`config.mk`:
```
export PLATFORM = sky130hd
export DESIGN_NAME = chip_erase_and_suspend_control
export DESIGN_NICKNAME = d
export VERILOG_FILES = /design/src/core/pin_sync3.v /design/src/core/chip_erase_and_suspend_control.v
export VERILOG_INCLUDE_DIRS = /design/src /design/src/core
export SDC_FILE = /design/constraint.sdc
export NUM_CORES = 1
export LEC_CHECK = 0
export BUFFER_PORTS_ARGS = -buffer_cell sky130_fd_sc_hd__buf_2
export CAP_MARGIN = 10
export CORE_ASPECT_RATIO = 1.1
export CORE_MARGIN = 3
export CORE_UTILIZATION = 54
export CTS_BUF_LIST = sky130_fd_sc_hd__clkbuf_16
export CTS_CLUSTER_DIAMETER = 150
export DETAILED_ROUTE_END_ITERATION = 8
export PLACE_DENSITY = 0.74
export SYNTH_ARGS = -nofsm -noshare
export SYNTH_HDL_FRONTEND = slang
export SYNTH_SLANG_ARGS = --single-unit
```
`constraint.sdc`:
```
create_clock -name mclk_in -period 2.4 [get_ports mclk_in]
set_clock_uncertainty 0.15 [all_clocks]
set_input_delay 0.48 -clock mclk_in [delete_from_list [all_inputs] [get_ports mclk_in]]
set_output_delay 0.48 -clock mclk_in [all_outputs]
set_load 0.005 [all_outputs]
```
`src/core/flash_cmd_map.vh`:
```
// Purpose: opcodes, frame figures and timing constants of the erase/suspend sequencer
// Assumes: 10 MHz mclk_in; times kept in their own unit, cycles derived in the module
// Notes:   definitions only
`ifndef FLASH_CMD_MAP_VH
`define FLASH_CMD_MAP_VH

// opcodes
`define OP_CHIP_ERASE_A     8'h60
`define OP_CHIP_ERASE_B     8'hc7
`define OP_SUSPEND          8'hb0
`define OP_RESUME           8'hd0
`define OP_WRITE_ENABLE     8'h06
`define OP_WRITE_DISABLE    8'h04
`define OP_PROGRAM          8'h02
`define OP_PROGRAM_DUAL     8'ha2
`define OP_BLOCK_ERASE_4K   8'h20
`define OP_BLOCK_ERASE_32K  8'h52
`define OP_BLOCK_ERASE_64K  8'hd8

// frame figures
`define BITS_PER_BYTE       3'd7
`define ADDR_BYTES_DONE     3'd4
`define PROG_BYTES_DONE     3'd5
`define BYTE_CNT_MAX        3'd5

// address field holding the 64KB sector number
`define SECTOR_MSB          23
`define SECTOR_LSB          16

// timing
`define CLK_PERIOD_NS       100
`define SUSPEND_LATENCY_NS  20000

`endif

```
`src/core/pin_sync3.v`:
```
// Purpose: three-stage synchroniser for pins arriving from outside the mclk domain
// Assumes: pins change slowly compared with mclk_in
// Notes:   the output only moves once stages two and three agree
`timescale 1ns/1ps
`include "flash_cmd_map.vh"

module pin_sync3 #(
	parameter WIDTH = 3
) (
	// clock and reset
	input  wire             mclk_in,
	input  wire             resetn_in,
	// pins
	input  wire [WIDTH-1:0] pins_in,
	input  wire [WIDTH-1:0] reset_value_in,
	output wire [WIDTH-1:0] pins_out
);

	genvar i;
	generate
		for (i = 0; i < WIDTH; i = i + 1) begin : g_bit
			reg ff1;
			reg ff2;
			reg ff3;
			reg stable;
			// load each pin's idle level so no false edge follows reset
			always @(posedge mclk_in) begin
				if (!resetn_in) begin
					ff1    <= reset_value_in[i];
					ff2    <= reset_value_in[i];
					ff3    <= reset_value_in[i];
					stable <= reset_value_in[i];
				end else begin
					ff1 <= pins_in[i];
					ff2 <= ff1;
					ff3 <= ff2;
					if (ff2 == ff3) begin
						stable <= ff3;
					end
				end
			end
			assign pins_out[i] = stable;
		end
	endgenerate

endmodule

```
`src/core/chip_erase_and_suspend_control.v`:
```
// Purpose: whole-array erase and program/erase suspend sequencing of a serial flash
// Assumes: SPI mode 0/3, opcode MSB first, bits taken on rising sck while cs_n is low
// Notes:   array data paths live elsewhere; this block times operations and gates commands
// How it works
// RULE1: erase refused unless write latch set
// RULE2: opcodes 60h and C7h both erase
// RULE3: trailing bytes ignored, erase at cs_n rise
// RULE4: erase self-timed by internal counter
// RULE5: partial or misaligned frame performs nothing
// RULE6: protected or locked sector blocks erase
// RULE7: rejected erase clears write latch; a chip erase refused while busy keeps it
// RULE8: busy while erasing, latch cleared before end
// RULE9: failed bytes raise program/erase error flag
// RULE10: host polls status rather than waiting
// RULE11: suspend ignores write latch state
// RULE12: suspend B0h acts within suspend latency
// RULE13: suspend sets matching flag, reports ready
// RULE14: partial suspend frame suspends nothing
// RULE15: reads in suspended sector flagged undefined
// RULE16: program into erase-suspended sector aborts
// RULE17: erase into program-suspended sector aborts
// RULE18: program in other sector during erase suspend
// RULE19: reset during suspend abandons suspended operation
// RULE20: disallowed opcodes ignored, flags untouched
// RULE21: program suspend allows reads, resume, reset
// RULE22: erase suspend also allows program, suspend, latch
// RULE23: pointless suspend leaves flags unchanged
`timescale 1ns/1ps
`include "flash_cmd_map.vh"

module chip_erase_and_suspend_control #(
	parameter CHIP_ERASE_TIME_US  = 2000,
	parameter BLOCK_ERASE_TIME_US = 1000,
	parameter PROGRAM_TIME_US     = 500,
	parameter [7:0]   RESET_OPCODE   = 8'he0,
	parameter [255:0] READ_SAFE_OPS  = 256'h0
) (
	// clock and reset
	input  wire        mclk_in,
	input  wire        resetn_in,
	// serial pins
	input  wire        cs_n_in,
	input  wire        sck_in,
	input  wire        si_in,
	// protection state of the array
	input  wire        any_sector_protected_in,
	input  wire        any_sector_locked_in,
	input  wire        sector_protected_in,
	output wire [7:0]  chk_sector_out,
	// array verify results at completion
	input  wire        erase_fail_in,
	input  wire        program_fail_in,
	// read engine address
	input  wire [23:0] read_addr_in,
	output reg         read_undefined_out,
	// command pass-through to the rest of the device
	output reg         cmd_start_out,
	output reg  [7:0]  cmd_opcode_out,
	// array activity
	output reg         array_erase_out,
	output reg         array_chip_out,
	output reg         array_program_out,
	output reg         erase_abandon_out,
	output reg         program_abandon_out,
	// status flags
	output reg         write_latch_flag_out,
	output reg         ready_busy_flag_out,
	output reg         program_erase_error_flag_out,
	output reg         program_suspended_flag_out,
	output reg         erase_suspended_flag_out
);

	localparam integer CHIP_RAW  = (CHIP_ERASE_TIME_US * 1000) / `CLK_PERIOD_NS;
	localparam integer BLOCK_RAW = (BLOCK_ERASE_TIME_US * 1000) / `CLK_PERIOD_NS;
	localparam integer PROG_RAW  = (PROGRAM_TIME_US * 1000) / `CLK_PERIOD_NS;
	localparam integer SUSP_RAW  = `SUSPEND_LATENCY_NS / `CLK_PERIOD_NS;
	localparam [31:0]  CHIP_CYC  = (CHIP_RAW < 1) ? 32'd1 : CHIP_RAW;
	localparam [31:0]  BLOCK_CYC = (BLOCK_RAW < 1) ? 32'd1 : BLOCK_RAW;
	localparam [31:0]  PROG_CYC  = (PROG_RAW < 1) ? 32'd1 : PROG_RAW;
	localparam [31:0]  SUSP_CYC  = (SUSP_RAW < 1) ? 32'd1 : SUSP_RAW;
	localparam [0:0]   SUSP_IDLE = 1'b0;
	localparam [0:0]   SUSP_WAIT = 1'b1;

	// synchronised pins; sck idles low, cs_n and si high
	wire        cs_n_s;
	wire        sck_s;
	wire        si_s;

	pin_sync3 #(
		.WIDTH(3)
	) u_sync (
		.mclk_in        (mclk_in),
		.resetn_in      (resetn_in),
		.pins_in        ({cs_n_in, sck_in, si_in}),
		.reset_value_in (3'h5),
		.pins_out       ({cs_n_s, sck_s, si_s})
	);

	reg         cs_n_d;
	reg         sck_d;
	reg  [2:0]  bit_cnt;
	reg  [2:0]  byte_cnt;
	reg  [7:0]  shift;
	reg  [7:0]  opcode;
	reg  [23:0] addr;

	// engine state
	reg         write_latch_flag;
	reg         program_erase_error_flag;
	reg         erase_active;
	reg         erase_susp;
	reg         erase_chip;
	reg  [7:0]  erase_sector;
	reg  [31:0] erase_cnt;
	reg         prog_active;
	reg         prog_susp;
	reg  [7:0]  prog_sector;
	reg  [31:0] prog_cnt;
	reg         susp_state;
	reg         susp_prog;
	reg  [31:0] susp_cnt;
	reg         abandon_e;
	reg         abandon_p;

	wire        sck_rise   = ~sck_d & sck_s & ~cs_n_s;
	wire        frame_beg  = cs_n_d & ~cs_n_s;
	wire        frame_end  = ~cs_n_d & cs_n_s;
	wire [7:0]  next_shift = {shift[6:0], si_s};
	wire        aligned    = (bit_cnt == 3'd0) && (byte_cnt != 3'd0); // [RULE5] [RULE14]
	wire [7:0]  cmd_sector = addr[`SECTOR_MSB:`SECTOR_LSB];
	wire        erase_run  = erase_active & ~erase_susp;
	wire        prog_run   = prog_active & ~prog_susp;
	wire        busy       = erase_run | prog_run;
	wire        is_chip    = (opcode == `OP_CHIP_ERASE_A) ||
	                         (opcode == `OP_CHIP_ERASE_B); // [RULE2]
	wire        is_block   = (opcode == `OP_BLOCK_ERASE_4K) ||
	                         (opcode == `OP_BLOCK_ERASE_32K) ||
	                         (opcode == `OP_BLOCK_ERASE_64K);
	wire        is_prog    = (opcode == `OP_PROGRAM) || (opcode == `OP_PROGRAM_DUAL);

	assign chk_sector_out = cmd_sector;

	// which opcodes may run in the present suspend condition
	function allowed;
		input [7:0] op;
		input       ps;
		input       es;
		begin
			if (!ps && !es) begin
				allowed = 1'b1;
			end else if (READ_SAFE_OPS[op] || op == `OP_RESUME || op == RESET_OPCODE) begin
				allowed = 1'b1; // [RULE21]
			end else if (es && !ps) begin
				allowed = (op == `OP_PROGRAM) || (op == `OP_PROGRAM_DUAL) ||
				          (op == `OP_SUSPEND) || (op == `OP_WRITE_ENABLE) ||
				          (op == `OP_WRITE_DISABLE); // [RULE22]
			end else begin
				allowed = 1'b0;
			end
		end
	endfunction

	wire cmd_ok = allowed(opcode, prog_susp, erase_susp);

	// frame capture
	always @(posedge mclk_in) begin
		if (!resetn_in) begin
			cs_n_d         <= 1'b1;
			sck_d          <= 1'b0;
			bit_cnt        <= 3'd0;
			byte_cnt       <= 3'd0;
			shift          <= 8'h00;
			opcode         <= 8'h00;
			addr           <= 24'h000000;
			cmd_start_out  <= 1'b0;
			cmd_opcode_out <= 8'h00;
		end else begin
			cs_n_d        <= cs_n_s;
			sck_d         <= sck_s;
			cmd_start_out <= 1'b0;
			if (frame_beg) begin
				bit_cnt  <= 3'd0;
				byte_cnt <= 3'd0;
			end else if (sck_rise) begin
				shift   <= next_shift;
				bit_cnt <= bit_cnt + 3'd1;
				if (bit_cnt == `BITS_PER_BYTE) begin
					if (byte_cnt != `BYTE_CNT_MAX) begin
						byte_cnt <= byte_cnt + 3'd1;
					end
					case (byte_cnt)
						3'd0: begin
							opcode         <= next_shift;
							cmd_opcode_out <= next_shift;
							// blocked opcodes never reach the status writers
							cmd_start_out  <= allowed(next_shift, prog_susp, erase_susp); // [RULE20]
						end
						3'd1: addr[23:16] <= next_shift;
						3'd2: addr[15:8]  <= next_shift;
						3'd3: addr[7:0]   <= next_shift;
						default: addr     <= addr; // [RULE3]
					endcase
				end
			end
		end
	end

	// command execution and self-timed operations
	always @(posedge mclk_in) begin
		if (!resetn_in) begin
			write_latch_flag          <= 1'b0;
			program_erase_error_flag          <= 1'b0;
			erase_active <= 1'b0;
			erase_susp   <= 1'b0;
			erase_chip   <= 1'b0;
			erase_sector <= 8'h00;
			erase_cnt    <= 32'h0;
			prog_active  <= 1'b0;
			prog_susp    <= 1'b0;
			prog_sector  <= 8'h00;
			prog_cnt     <= 32'h0;
			susp_state   <= SUSP_IDLE;
			susp_prog    <= 1'b0;
			susp_cnt     <= 32'h0;
			abandon_e    <= 1'b0;
			abandon_p    <= 1'b0;
		end else begin
			abandon_e <= 1'b0;
			abandon_p <= 1'b0;
			// countdowns freeze while their operation is suspended
			if (erase_run) begin
				if (erase_cnt == 32'h1) begin
					erase_active <= 1'b0;
					program_erase_error_flag          <= erase_fail_in; // [RULE9]
				end
				erase_cnt <= erase_cnt - 32'h1; // [RULE4]
			end
			if (prog_run) begin
				if (prog_cnt == 32'h1) begin
					prog_active <= 1'b0;
					program_erase_error_flag         <= program_fail_in;
				end
				prog_cnt <= prog_cnt - 32'h1;
			end
			case (susp_state)
				SUSP_IDLE: begin
					susp_cnt <= 32'h0;
				end
				SUSP_WAIT: begin
					if (susp_cnt == 32'h1) begin
						susp_state <= SUSP_IDLE;
						// an operation that finished inside the latency is not marked suspended
						if (susp_prog) begin
							prog_susp <= prog_run && (prog_cnt != 32'h1); // [RULE13]
						end else begin
							erase_susp <= erase_run && (erase_cnt != 32'h1); // [RULE13]
						end
					end
					susp_cnt <= susp_cnt - 32'h1; // [RULE12]
				end
				default: susp_state <= SUSP_IDLE;
			endcase
			if (frame_end && byte_cnt != 3'd0 && cmd_ok) begin
				if (!aligned) begin
					// opcode known but frame broken: erases and programs lose the latch
					if (is_chip || is_block || is_prog) begin
						write_latch_flag <= 1'b0; // [RULE7]
					end
				end else if (opcode == `OP_WRITE_ENABLE) begin
					write_latch_flag <= 1'b1;
				end else if (opcode == `OP_WRITE_DISABLE) begin
					write_latch_flag <= 1'b0;
				end else if (is_chip) begin
					if (busy || erase_active || prog_active) begin
						write_latch_flag <= write_latch_flag;
					end else if (!write_latch_flag) begin
						write_latch_flag <= 1'b0; // [RULE1]
					end else if (any_sector_protected_in || any_sector_locked_in) begin
						write_latch_flag <= 1'b0; // [RULE6] [RULE7]
					end else begin
						write_latch_flag          <= 1'b0; // [RULE8]
						program_erase_error_flag          <= 1'b0;
						erase_active <= 1'b1;
						erase_chip   <= 1'b1;
						erase_cnt    <= CHIP_CYC; // [RULE4]
					end
				end else if (is_block) begin
					if (byte_cnt < `ADDR_BYTES_DONE || !write_latch_flag) begin
						write_latch_flag <= 1'b0;
					end else if (prog_susp && cmd_sector == prog_sector) begin
						write_latch_flag <= 1'b0; // [RULE17]
					end else if (busy || erase_active || prog_active || sector_protected_in) begin
						write_latch_flag <= 1'b0;
					end else begin
						write_latch_flag          <= 1'b0;
						program_erase_error_flag          <= 1'b0;
						erase_active <= 1'b1;
						erase_chip   <= 1'b0;
						erase_sector <= cmd_sector;
						erase_cnt    <= BLOCK_CYC;
					end
				end else if (is_prog) begin
					if (byte_cnt < `PROG_BYTES_DONE || !write_latch_flag) begin
						write_latch_flag <= 1'b0;
					end else if (erase_susp && (erase_chip || cmd_sector == erase_sector)) begin
						write_latch_flag <= 1'b0; // [RULE16]
					end else if (busy || prog_active || sector_protected_in) begin
						write_latch_flag <= 1'b0;
					end else begin
						write_latch_flag         <= 1'b0; // [RULE18]
						program_erase_error_flag         <= 1'b0;
						prog_active <= 1'b1;
						prog_sector <= cmd_sector;
						prog_cnt    <= PROG_CYC;
					end
				end else if (opcode == `OP_SUSPEND) begin
					// write latch not consulted here
					if (susp_state == SUSP_IDLE && prog_run) begin
						susp_state <= SUSP_WAIT; // [RULE11] [RULE12]
						susp_prog  <= 1'b1;
						susp_cnt   <= SUSP_CYC;
					end else if (susp_state == SUSP_IDLE && erase_run) begin
						susp_state <= SUSP_WAIT; // [RULE11] [RULE12]
						susp_prog  <= 1'b0;
						susp_cnt   <= SUSP_CYC;
					end else begin
						susp_state <= susp_state; // [RULE23]
					end
				end else if (opcode == `OP_RESUME) begin
					// program resumes first when both are suspended
					if (prog_susp) begin
						prog_susp <= 1'b0;
					end else if (erase_susp) begin
						erase_susp <= 1'b0;
					end
				end else if (opcode == RESET_OPCODE) begin
					// array contents of the abandoned region are left to the array
					if (erase_susp) begin
						erase_active <= 1'b0; // [RULE19]
						erase_susp   <= 1'b0;
						abandon_e    <= 1'b1;
					end
					if (prog_susp) begin
						prog_active <= 1'b0; // [RULE19]
						prog_susp   <= 1'b0;
						abandon_p   <= 1'b1;
					end
				end
			end
		end
	end

	// registered status and array view
	always @(posedge mclk_in) begin
		if (!resetn_in) begin
			write_latch_flag_out         <= 1'b0;
			ready_busy_flag_out          <= 1'b0;
			program_erase_error_flag_out <= 1'b0;
			program_suspended_flag_out   <= 1'b0;
			erase_suspended_flag_out     <= 1'b0;
			array_erase_out              <= 1'b0;
			array_chip_out               <= 1'b0;
			array_program_out            <= 1'b0;
			erase_abandon_out            <= 1'b0;
			program_abandon_out          <= 1'b0;
			read_undefined_out           <= 1'b0;
		end else begin
			write_latch_flag_out         <= write_latch_flag;
			// busy holds through the suspend latency, ready once the flag is set
			ready_busy_flag_out          <= busy; // [RULE8] [RULE13]
			program_erase_error_flag_out <= program_erase_error_flag;
			program_suspended_flag_out   <= prog_susp;
			erase_suspended_flag_out     <= erase_susp;
			array_erase_out              <= erase_run;
			array_chip_out               <= erase_run & erase_chip;
			array_program_out            <= prog_run;
			erase_abandon_out            <= abandon_e;
			program_abandon_out          <= abandon_p;
			read_undefined_out           <=
				(prog_susp && read_addr_in[`SECTOR_MSB:`SECTOR_LSB] == prog_sector) ||
				(erase_susp && (erase_chip ||
				 read_addr_in[`SECTOR_MSB:`SECTOR_LSB] == erase_sector)); // [RULE15]
		end
	end

endmodule

```
# Word-level counts from Yosys, hierarchy flattened
# Memories as Yosys holds them, arrays and structs flattened. A register that Yosys moved wholly into a read port is not among the register bits.
# Cells that the tools add are included.
[totals]
regBits = 178
romBits = 512
input_bits = 34
output_inout_bits = 28
wordCells = 357
mem_count = 2
[mem_list]
columns = ["name", "depth", "width", "rd", "rd_ports_with_merged_regs", "write_ports", "line_no", "rtl"]
rows = [
  ["(no name shown)", 256, 1, 1, 0, 0, "chip_erase_and_suspend_control.v:151", "end else if (READ_SAFE_OPS[op] || op == `OP_RESUME || op == RESET_OPCODE) begin"],
  ["(no name shown)", 256, 1, 1, 1, 0, "chip_erase_and_suspend_control.v:151", ""],
]
[op_classes]
n_addsub = 5
n_lt_le_gt_ge = 4
eq_ne = 43
n_mux = 161
bitwise_logic = 33
reduce_logical = 62
[ops]
columns = ["cell", "count"]
rows = [
  ["$mux 32", 34],
  ["$mux 1", 124],
  ["$eq 32x1->1 const B", 3],
  ["$sub 32x1->32 const B", 3],
  ["$eq 8x8->1 const B", 10],
  ["$ne 32x1->1 const B", 2],
  ["$pmux 32 s2", 1],
  ["$eq 8x3->1 const B", 4],
  ["$eq 8x8->1", 4],
  ["$logic_or 1x1->1", 28],
  ["$not 1->1", 25],
  ["$lt 8x9->1 const B", 2],
  ["$reduce_and 9->1", 2],
  ["$eq 8x2->1 const B", 2],
  ["$eq 8x7->1 const B", 2],
  ["$mux 8", 2],
  ["$logic_and 1x1->1", 13],
  ["$ne 2x2->1 const B", 6],
  ["$reduce_and 4->1", 3],
  ["$reduce_and 11->1", 1],
  ["$reduce_or 11->1", 1],
  ["$ne 10x8->1 const B", 1],
  ["$reduce_and 10->1", 1],
  ["$eq 8x6->1 const B", 1],
  ["other kinds (18)", 33],
]

# Logic depth before layout (Yosys ltp)
[depth]
word_depth = 17
depth_mapped = 10
mapped_depth_nobuf = 8

# Hierarchy
# From an unflattened synthesis, not the netlist that was laid out.
[hier_totals]
hier_cells = 936
hier_area_um2 = 8252.9
[modules_own_cells]
columns = ["module", "n_inst", "cells_each", "area_each_um2", "seq_area_each_um2"]
rows = [
  ["chip_erase_and_suspend_control", 1, 886, 7759.9, 3323.2],
  ["pin_sync3", 1, 50, 493.0, 270.3],
]

# Worst setup path before layout
# Ideal clock, no wire load.
[synth_timing]
kind = "register to register"
start = "register byte_cnt[0]"
end = "register erase_sector[1]"
setup_time_ps = 128
arrival_ps = 2192
t_required_ps = 2122
path_slack_ps = -70
stages_incl_launch_ff = 10
n_path_buf = 1
synth_period_minus_slack_ps = 2470
path_cell_list = "dfxtp_1 -> inv_1 -> ha_1 -> nor2b_1 -> nor4b_2 -> nand2_1 -> nor4_2 -> buf_4 -> mux2i_1 -> nor2_1"
[synth_via]
elab_chain_len = 4
elab_cells_between_ends = 8
cone_classes = "order compare (1); bitwise (1); reduce/logical (6)"
[synth_rtl]
columns = ["element", "line_no", "rtl"]
rows = [
  ["from (decl)", "chip_erase_and_suspend_control.v:102", "reg [2:0] byte_cnt;"],
  ["from (signal assigned)", "chip_erase_and_suspend_control.v:189", "byte_cnt <= byte_cnt + 3'd1;"],
  ["$lt 3x3->1 (no source line) or $reduce_bool 3->1 (tied branches)", "--", ""],
  ["$logic_or 1x1->1 or $logic_and 1x1->1 (tied branches)", "chip_erase_and_suspend_control.v:288, chip_erase_and_suspend_control.v:263", ""],
  ["$not 1->1 (no source line) or $logic_and 1x1->1 (tied branches)", "--", ""],
  ["$reduce_and 9->1 (no source line) (*)", "--", ""],
  ["to (signal assigned)", "chip_erase_and_suspend_control.v:299", "erase_sector <= cmd_sector;"],
  ["to (decl)", "chip_erase_and_suspend_control.v:113", "reg [7:0] erase_sector;"],
]
# Every way passes the cells marked *; elsewhere a longest branch is shown, timed or not.
# A chain may end at the register's enable or synchronous reset.

# Worst setup path in the final report
[layout_timing]
start = "register opcode[3]"
end = "register write_latch_flag"
[layout_via]
elab_chain_len = 10
elab_cells_between_ends = 36
cone_classes = "eq/ne (14); mux (8); reduce/logical (14)"
[layout_rtl]
columns = ["element", "line_no", "rtl"]
rows = [
  ["from (decl)", "chip_erase_and_suspend_control.v:104", "reg [7:0] opcode;"],
  ["from (signal assigned)", "chip_erase_and_suspend_control.v:193", "opcode <= next_shift;"],
  ["$eq 8x2->1 (no source line) or $eq 8x8->1 (tied branches)", "--", ""],
  ["$logic_or 1x1->1", "chip_erase_and_suspend_control.v:139, chip_erase_and_suspend_control.v:154", ""],
  ["$logic_or 1x1->1 (3 in a row)", "chip_erase_and_suspend_control.v:154", "allowed = (op == `OP_PROGRAM) || (op == `OP_PROGRAM_DUAL) ||"],
  ["$mux 1", "chip_erase_and_suspend_control.v:153", "end else if (es && !ps) begin"],
  ["$mux 1", "chip_erase_and_suspend_control.v:151", ""],
  ["$mux 1", "chip_erase_and_suspend_control.v:149", "if (!ps && !es) begin"],
  ["$logic_and 1x1->1", "chip_erase_and_suspend_control.v:263", "if (frame_end && byte_cnt != 3'd0 && cmd_ok) begin"],
  ["$reduce_and 4->1 (no source line)", "--", ""],
  ["to (signal assigned)", "chip_erase_and_suspend_control.v:275", "write_latch_flag <= write_latch_flag;"],
  ["to (decl)", "chip_erase_and_suspend_control.v:108", "reg write_latch_flag;"],
]
# Parallel ways exist; a longest one is shown, timed or not.

==> results.toml <==
[outcome]
outcome = "finished clean"

[drt]
final_antenna_net_count = 0
wire_per_inst_um = 14.3
routed_wl_um = 17600
wl_met2_um = 8760
wl_met3_um = 670
vias = 6661
drc = 0
drt-initial-drc-count = 410
first_pass_iters = 4
wl_met1_um = 7820
vias_per_cell = 5.42
maxUsedRoutingLayer = "met4"

[worst_setup_path]
path_class = "register to register"
worstSetupStartpointType = "register"
r2r_setup_slack_ns = 0.05
cp.arrival_ns = 2.50
endpoint_kind = "register"
worstPathRequired_ns = 2.56
worstPathMaxFanout = 6

[clock_tree]
cts_tree = "done"
clkTransAtPathRegs_ns = 0.06
htreeDepth = 4
worstSkewPairLatency_ns = 0.43
numCtsBuffers = 17
cts_sinks = 178
clock-root-buffer = "clkbuf_16"
clk_path_buf_depth = 2

[global_routing]
overflow = 0
grt_start_max_net_pins = 46
grt_pass1_vias = 6305
grtUsageTotal_pct = 22.0
antenna_found_initial = 0
grt_pass1_wl_um = 29600

[placement]
dp_cells = 1194
io_buffers = 45
gp_congestion = 0.905
hpwl_um = 12400
dpl_worst_slack_ns = -0.0158
place_area_sq_mm = 0.00917

[timing]
final.period_utilization_pct = 97.8
worstMarginPinSlew_ns = 0.564
period_needed_ns = 2.35
rsz0062_at_grt = "true"
hold_viol_final = 0
fin_hold_ws_ns = 0.0820
setup_ws_ns = 0.0519
max_freq_mhz = 426
setup_viol = 0
finalMaxSlewViolations = 0
max_slew_margin_pct = 62.0

[yosys]
ys_seq_area_share_pct = 43.3
ys_async_sr_fraction_pct = 0
synth_most_common_cell = "dfxtp_1"
synth_top_area_share_pct = 43.3
yosysUniqueCellTypes = 67
synthFlopType = "dfxtp_1"
ys_top_cells_by_count = "dfxtp_1, nor2_1, xnor2_1"
synth_area_leader_cell = "dfxtp_1"
syn_avg_cell_area_sq_um = 9.02
synthCells = 913
syn_nets = 959
synth-edff-count = 0
ys_warn_count = 0
syn_area_sq_mm = 0.00823
netlist_top_cells_area = "dfxtp_1, xnor2_1, nor2_1, mux2i_1, xor2_1"
ys_seq_elements = 178

[pwr]
peakVddDrop_mv = 0.429
p_total_mw = 5.56
p_per_area_mw_per_mm2 = 564
p_leak_nw = 4.26

[die]
fp-row-count = 46
die_w_um = 124
start_util_pct = 56.1
dieArea_sq_mm = 0.0168
coreArea_sq_mm = 0.0147
die_y_um = 136
ios = 62

[cells_and_area]
drive_above_1_share_pct = 20.2
design_area_sq_mm = 0.00986
synthToLayoutAreaGrowth_pct = 19.8
n_antenna_cell = 0
final_cell_count_no_fill = 1229
final_net_count = 1072

[min_path]
hold_class = "input port to register"

[flow_run]
maxCapViolations = 0
## state kept, by name, indices dropped and copies added (netlist names), 3 cells and up
| signal | flops |
|---|---|
| erase_sector | 8 |
| u_sync.g_bit.ff3 | 3 |
| byte_cnt | 3 |
| bit_cnt | 3 |
| erase_cnt | 32 |
| opcode | 8 |
| prog_cnt | 32 |
| susp_cnt | 32 |
| addr | 8 |
| u_sync.g_bit.stable | 3 |
| u_sync.g_bit.ff1 | 3 |
| u_sync.g_bit.ff2 | 3 |
| prog_sector | 8 |
| shift | 7 |
## per-layer routing
metal	track usage, %	up-vias
met4	7.63	0
met3	5.47	31
li1	-	3361
met2	36.6	124
met1	27.7	3145
met5	0	-
## per-stage QoR
| stage | utilization [%] | TNS, ns |
|---|---|---|
| 3_3_place_gp | 62.4 | -0.00825 |
| 2_1_floorplan | - | 0 |
| 3_5_place_dp | 62.4 | -0.0318 |
| 5_1_grt | 67.2 | -1.03 |
| 4_1_cts | 66.2 | 0 |
| 6_report | 67.2 | 0 |
## worst max-delay path, cell delays in order, from the launching register on
cell and delay (ns):
dfxtp_2 0.34, buf_4 0.16, or2_2 0.30, or4_1 0.51
a41o_1 0.26, o211a_1 0.12, o31ai_1 0.27, o31ai_1 0.11
## power by group
| group | switching, mW | internal [mW] |
|---|---|---|
| Sequential | 0.00276 | 2.96 |
| Clock | 1.12 | 1.39 |
| Combinational | 0.0583 | 0.0299 |
| Total | 1.18 | 4.38 |
## worst paths after layout
| path | from | to | depth (start not counted) |
|---|---|---|---|
| worst max-delay path | opcode[3] | write_latch_flag | 7 |
| worst min-delay path | si_in | u_sync.g_bit[0].ff1 | 2 |
| worst max register to register | opcode[3] | write_latch_flag | 7 |
| worst min register to register | u_sync.g_bit[2].ff1 | u_sync.g_bit[2].ff2 | 1 |
## logic make-up (layout without fill, tap and decap cells)
group	count (synthesis)	after routing	synth area share, %
XOR/XNOR	124	124	13.2
AO/OA/AOI/OAI	80	80	6.06
multiplexers	38	38	4.63
adder cells (fa/ha/maj)	12	12	1.82
flip-flops	178	178	43.3
buffers and inverters	52	176	2.93
AND/OR/NAND/NOR	429	429	28.1
## cells in the final DEF, fill, tap and decap left out, types with 19 or more instances in the layout
master and n:
xor2_1 40, buf_4 79, a21oi_1 33, nor2_1 165
nand2_1 51, nor3_1 29, mux2i_1 37, xnor2_1 84
buf_2 45, nand2b_1 19, dfxtp_1 172
## cell type report
cell class              instances  area [sq um]
multi-input cells             683          4580
flip-flops and latches        178          3570
fillers                      1189          4820
clock inverters                13          98.8
clock buffers                  17           425
repair buffers                127           870
well taps                     192           240
inverters                      19          71.3
## what timing repair did
item | in CTS | in global routing
pin swaps | 3 | 10
gates resized for setup | 5 | 27
endpoints found under the hold margin | 0 | 0
setup endpoints to repair | 8 | 69
setup buffers | 0 | 4
gates cloned | 0 | 1
hold buffers | 0 | 0
Power figures use the tool's default switching activity.
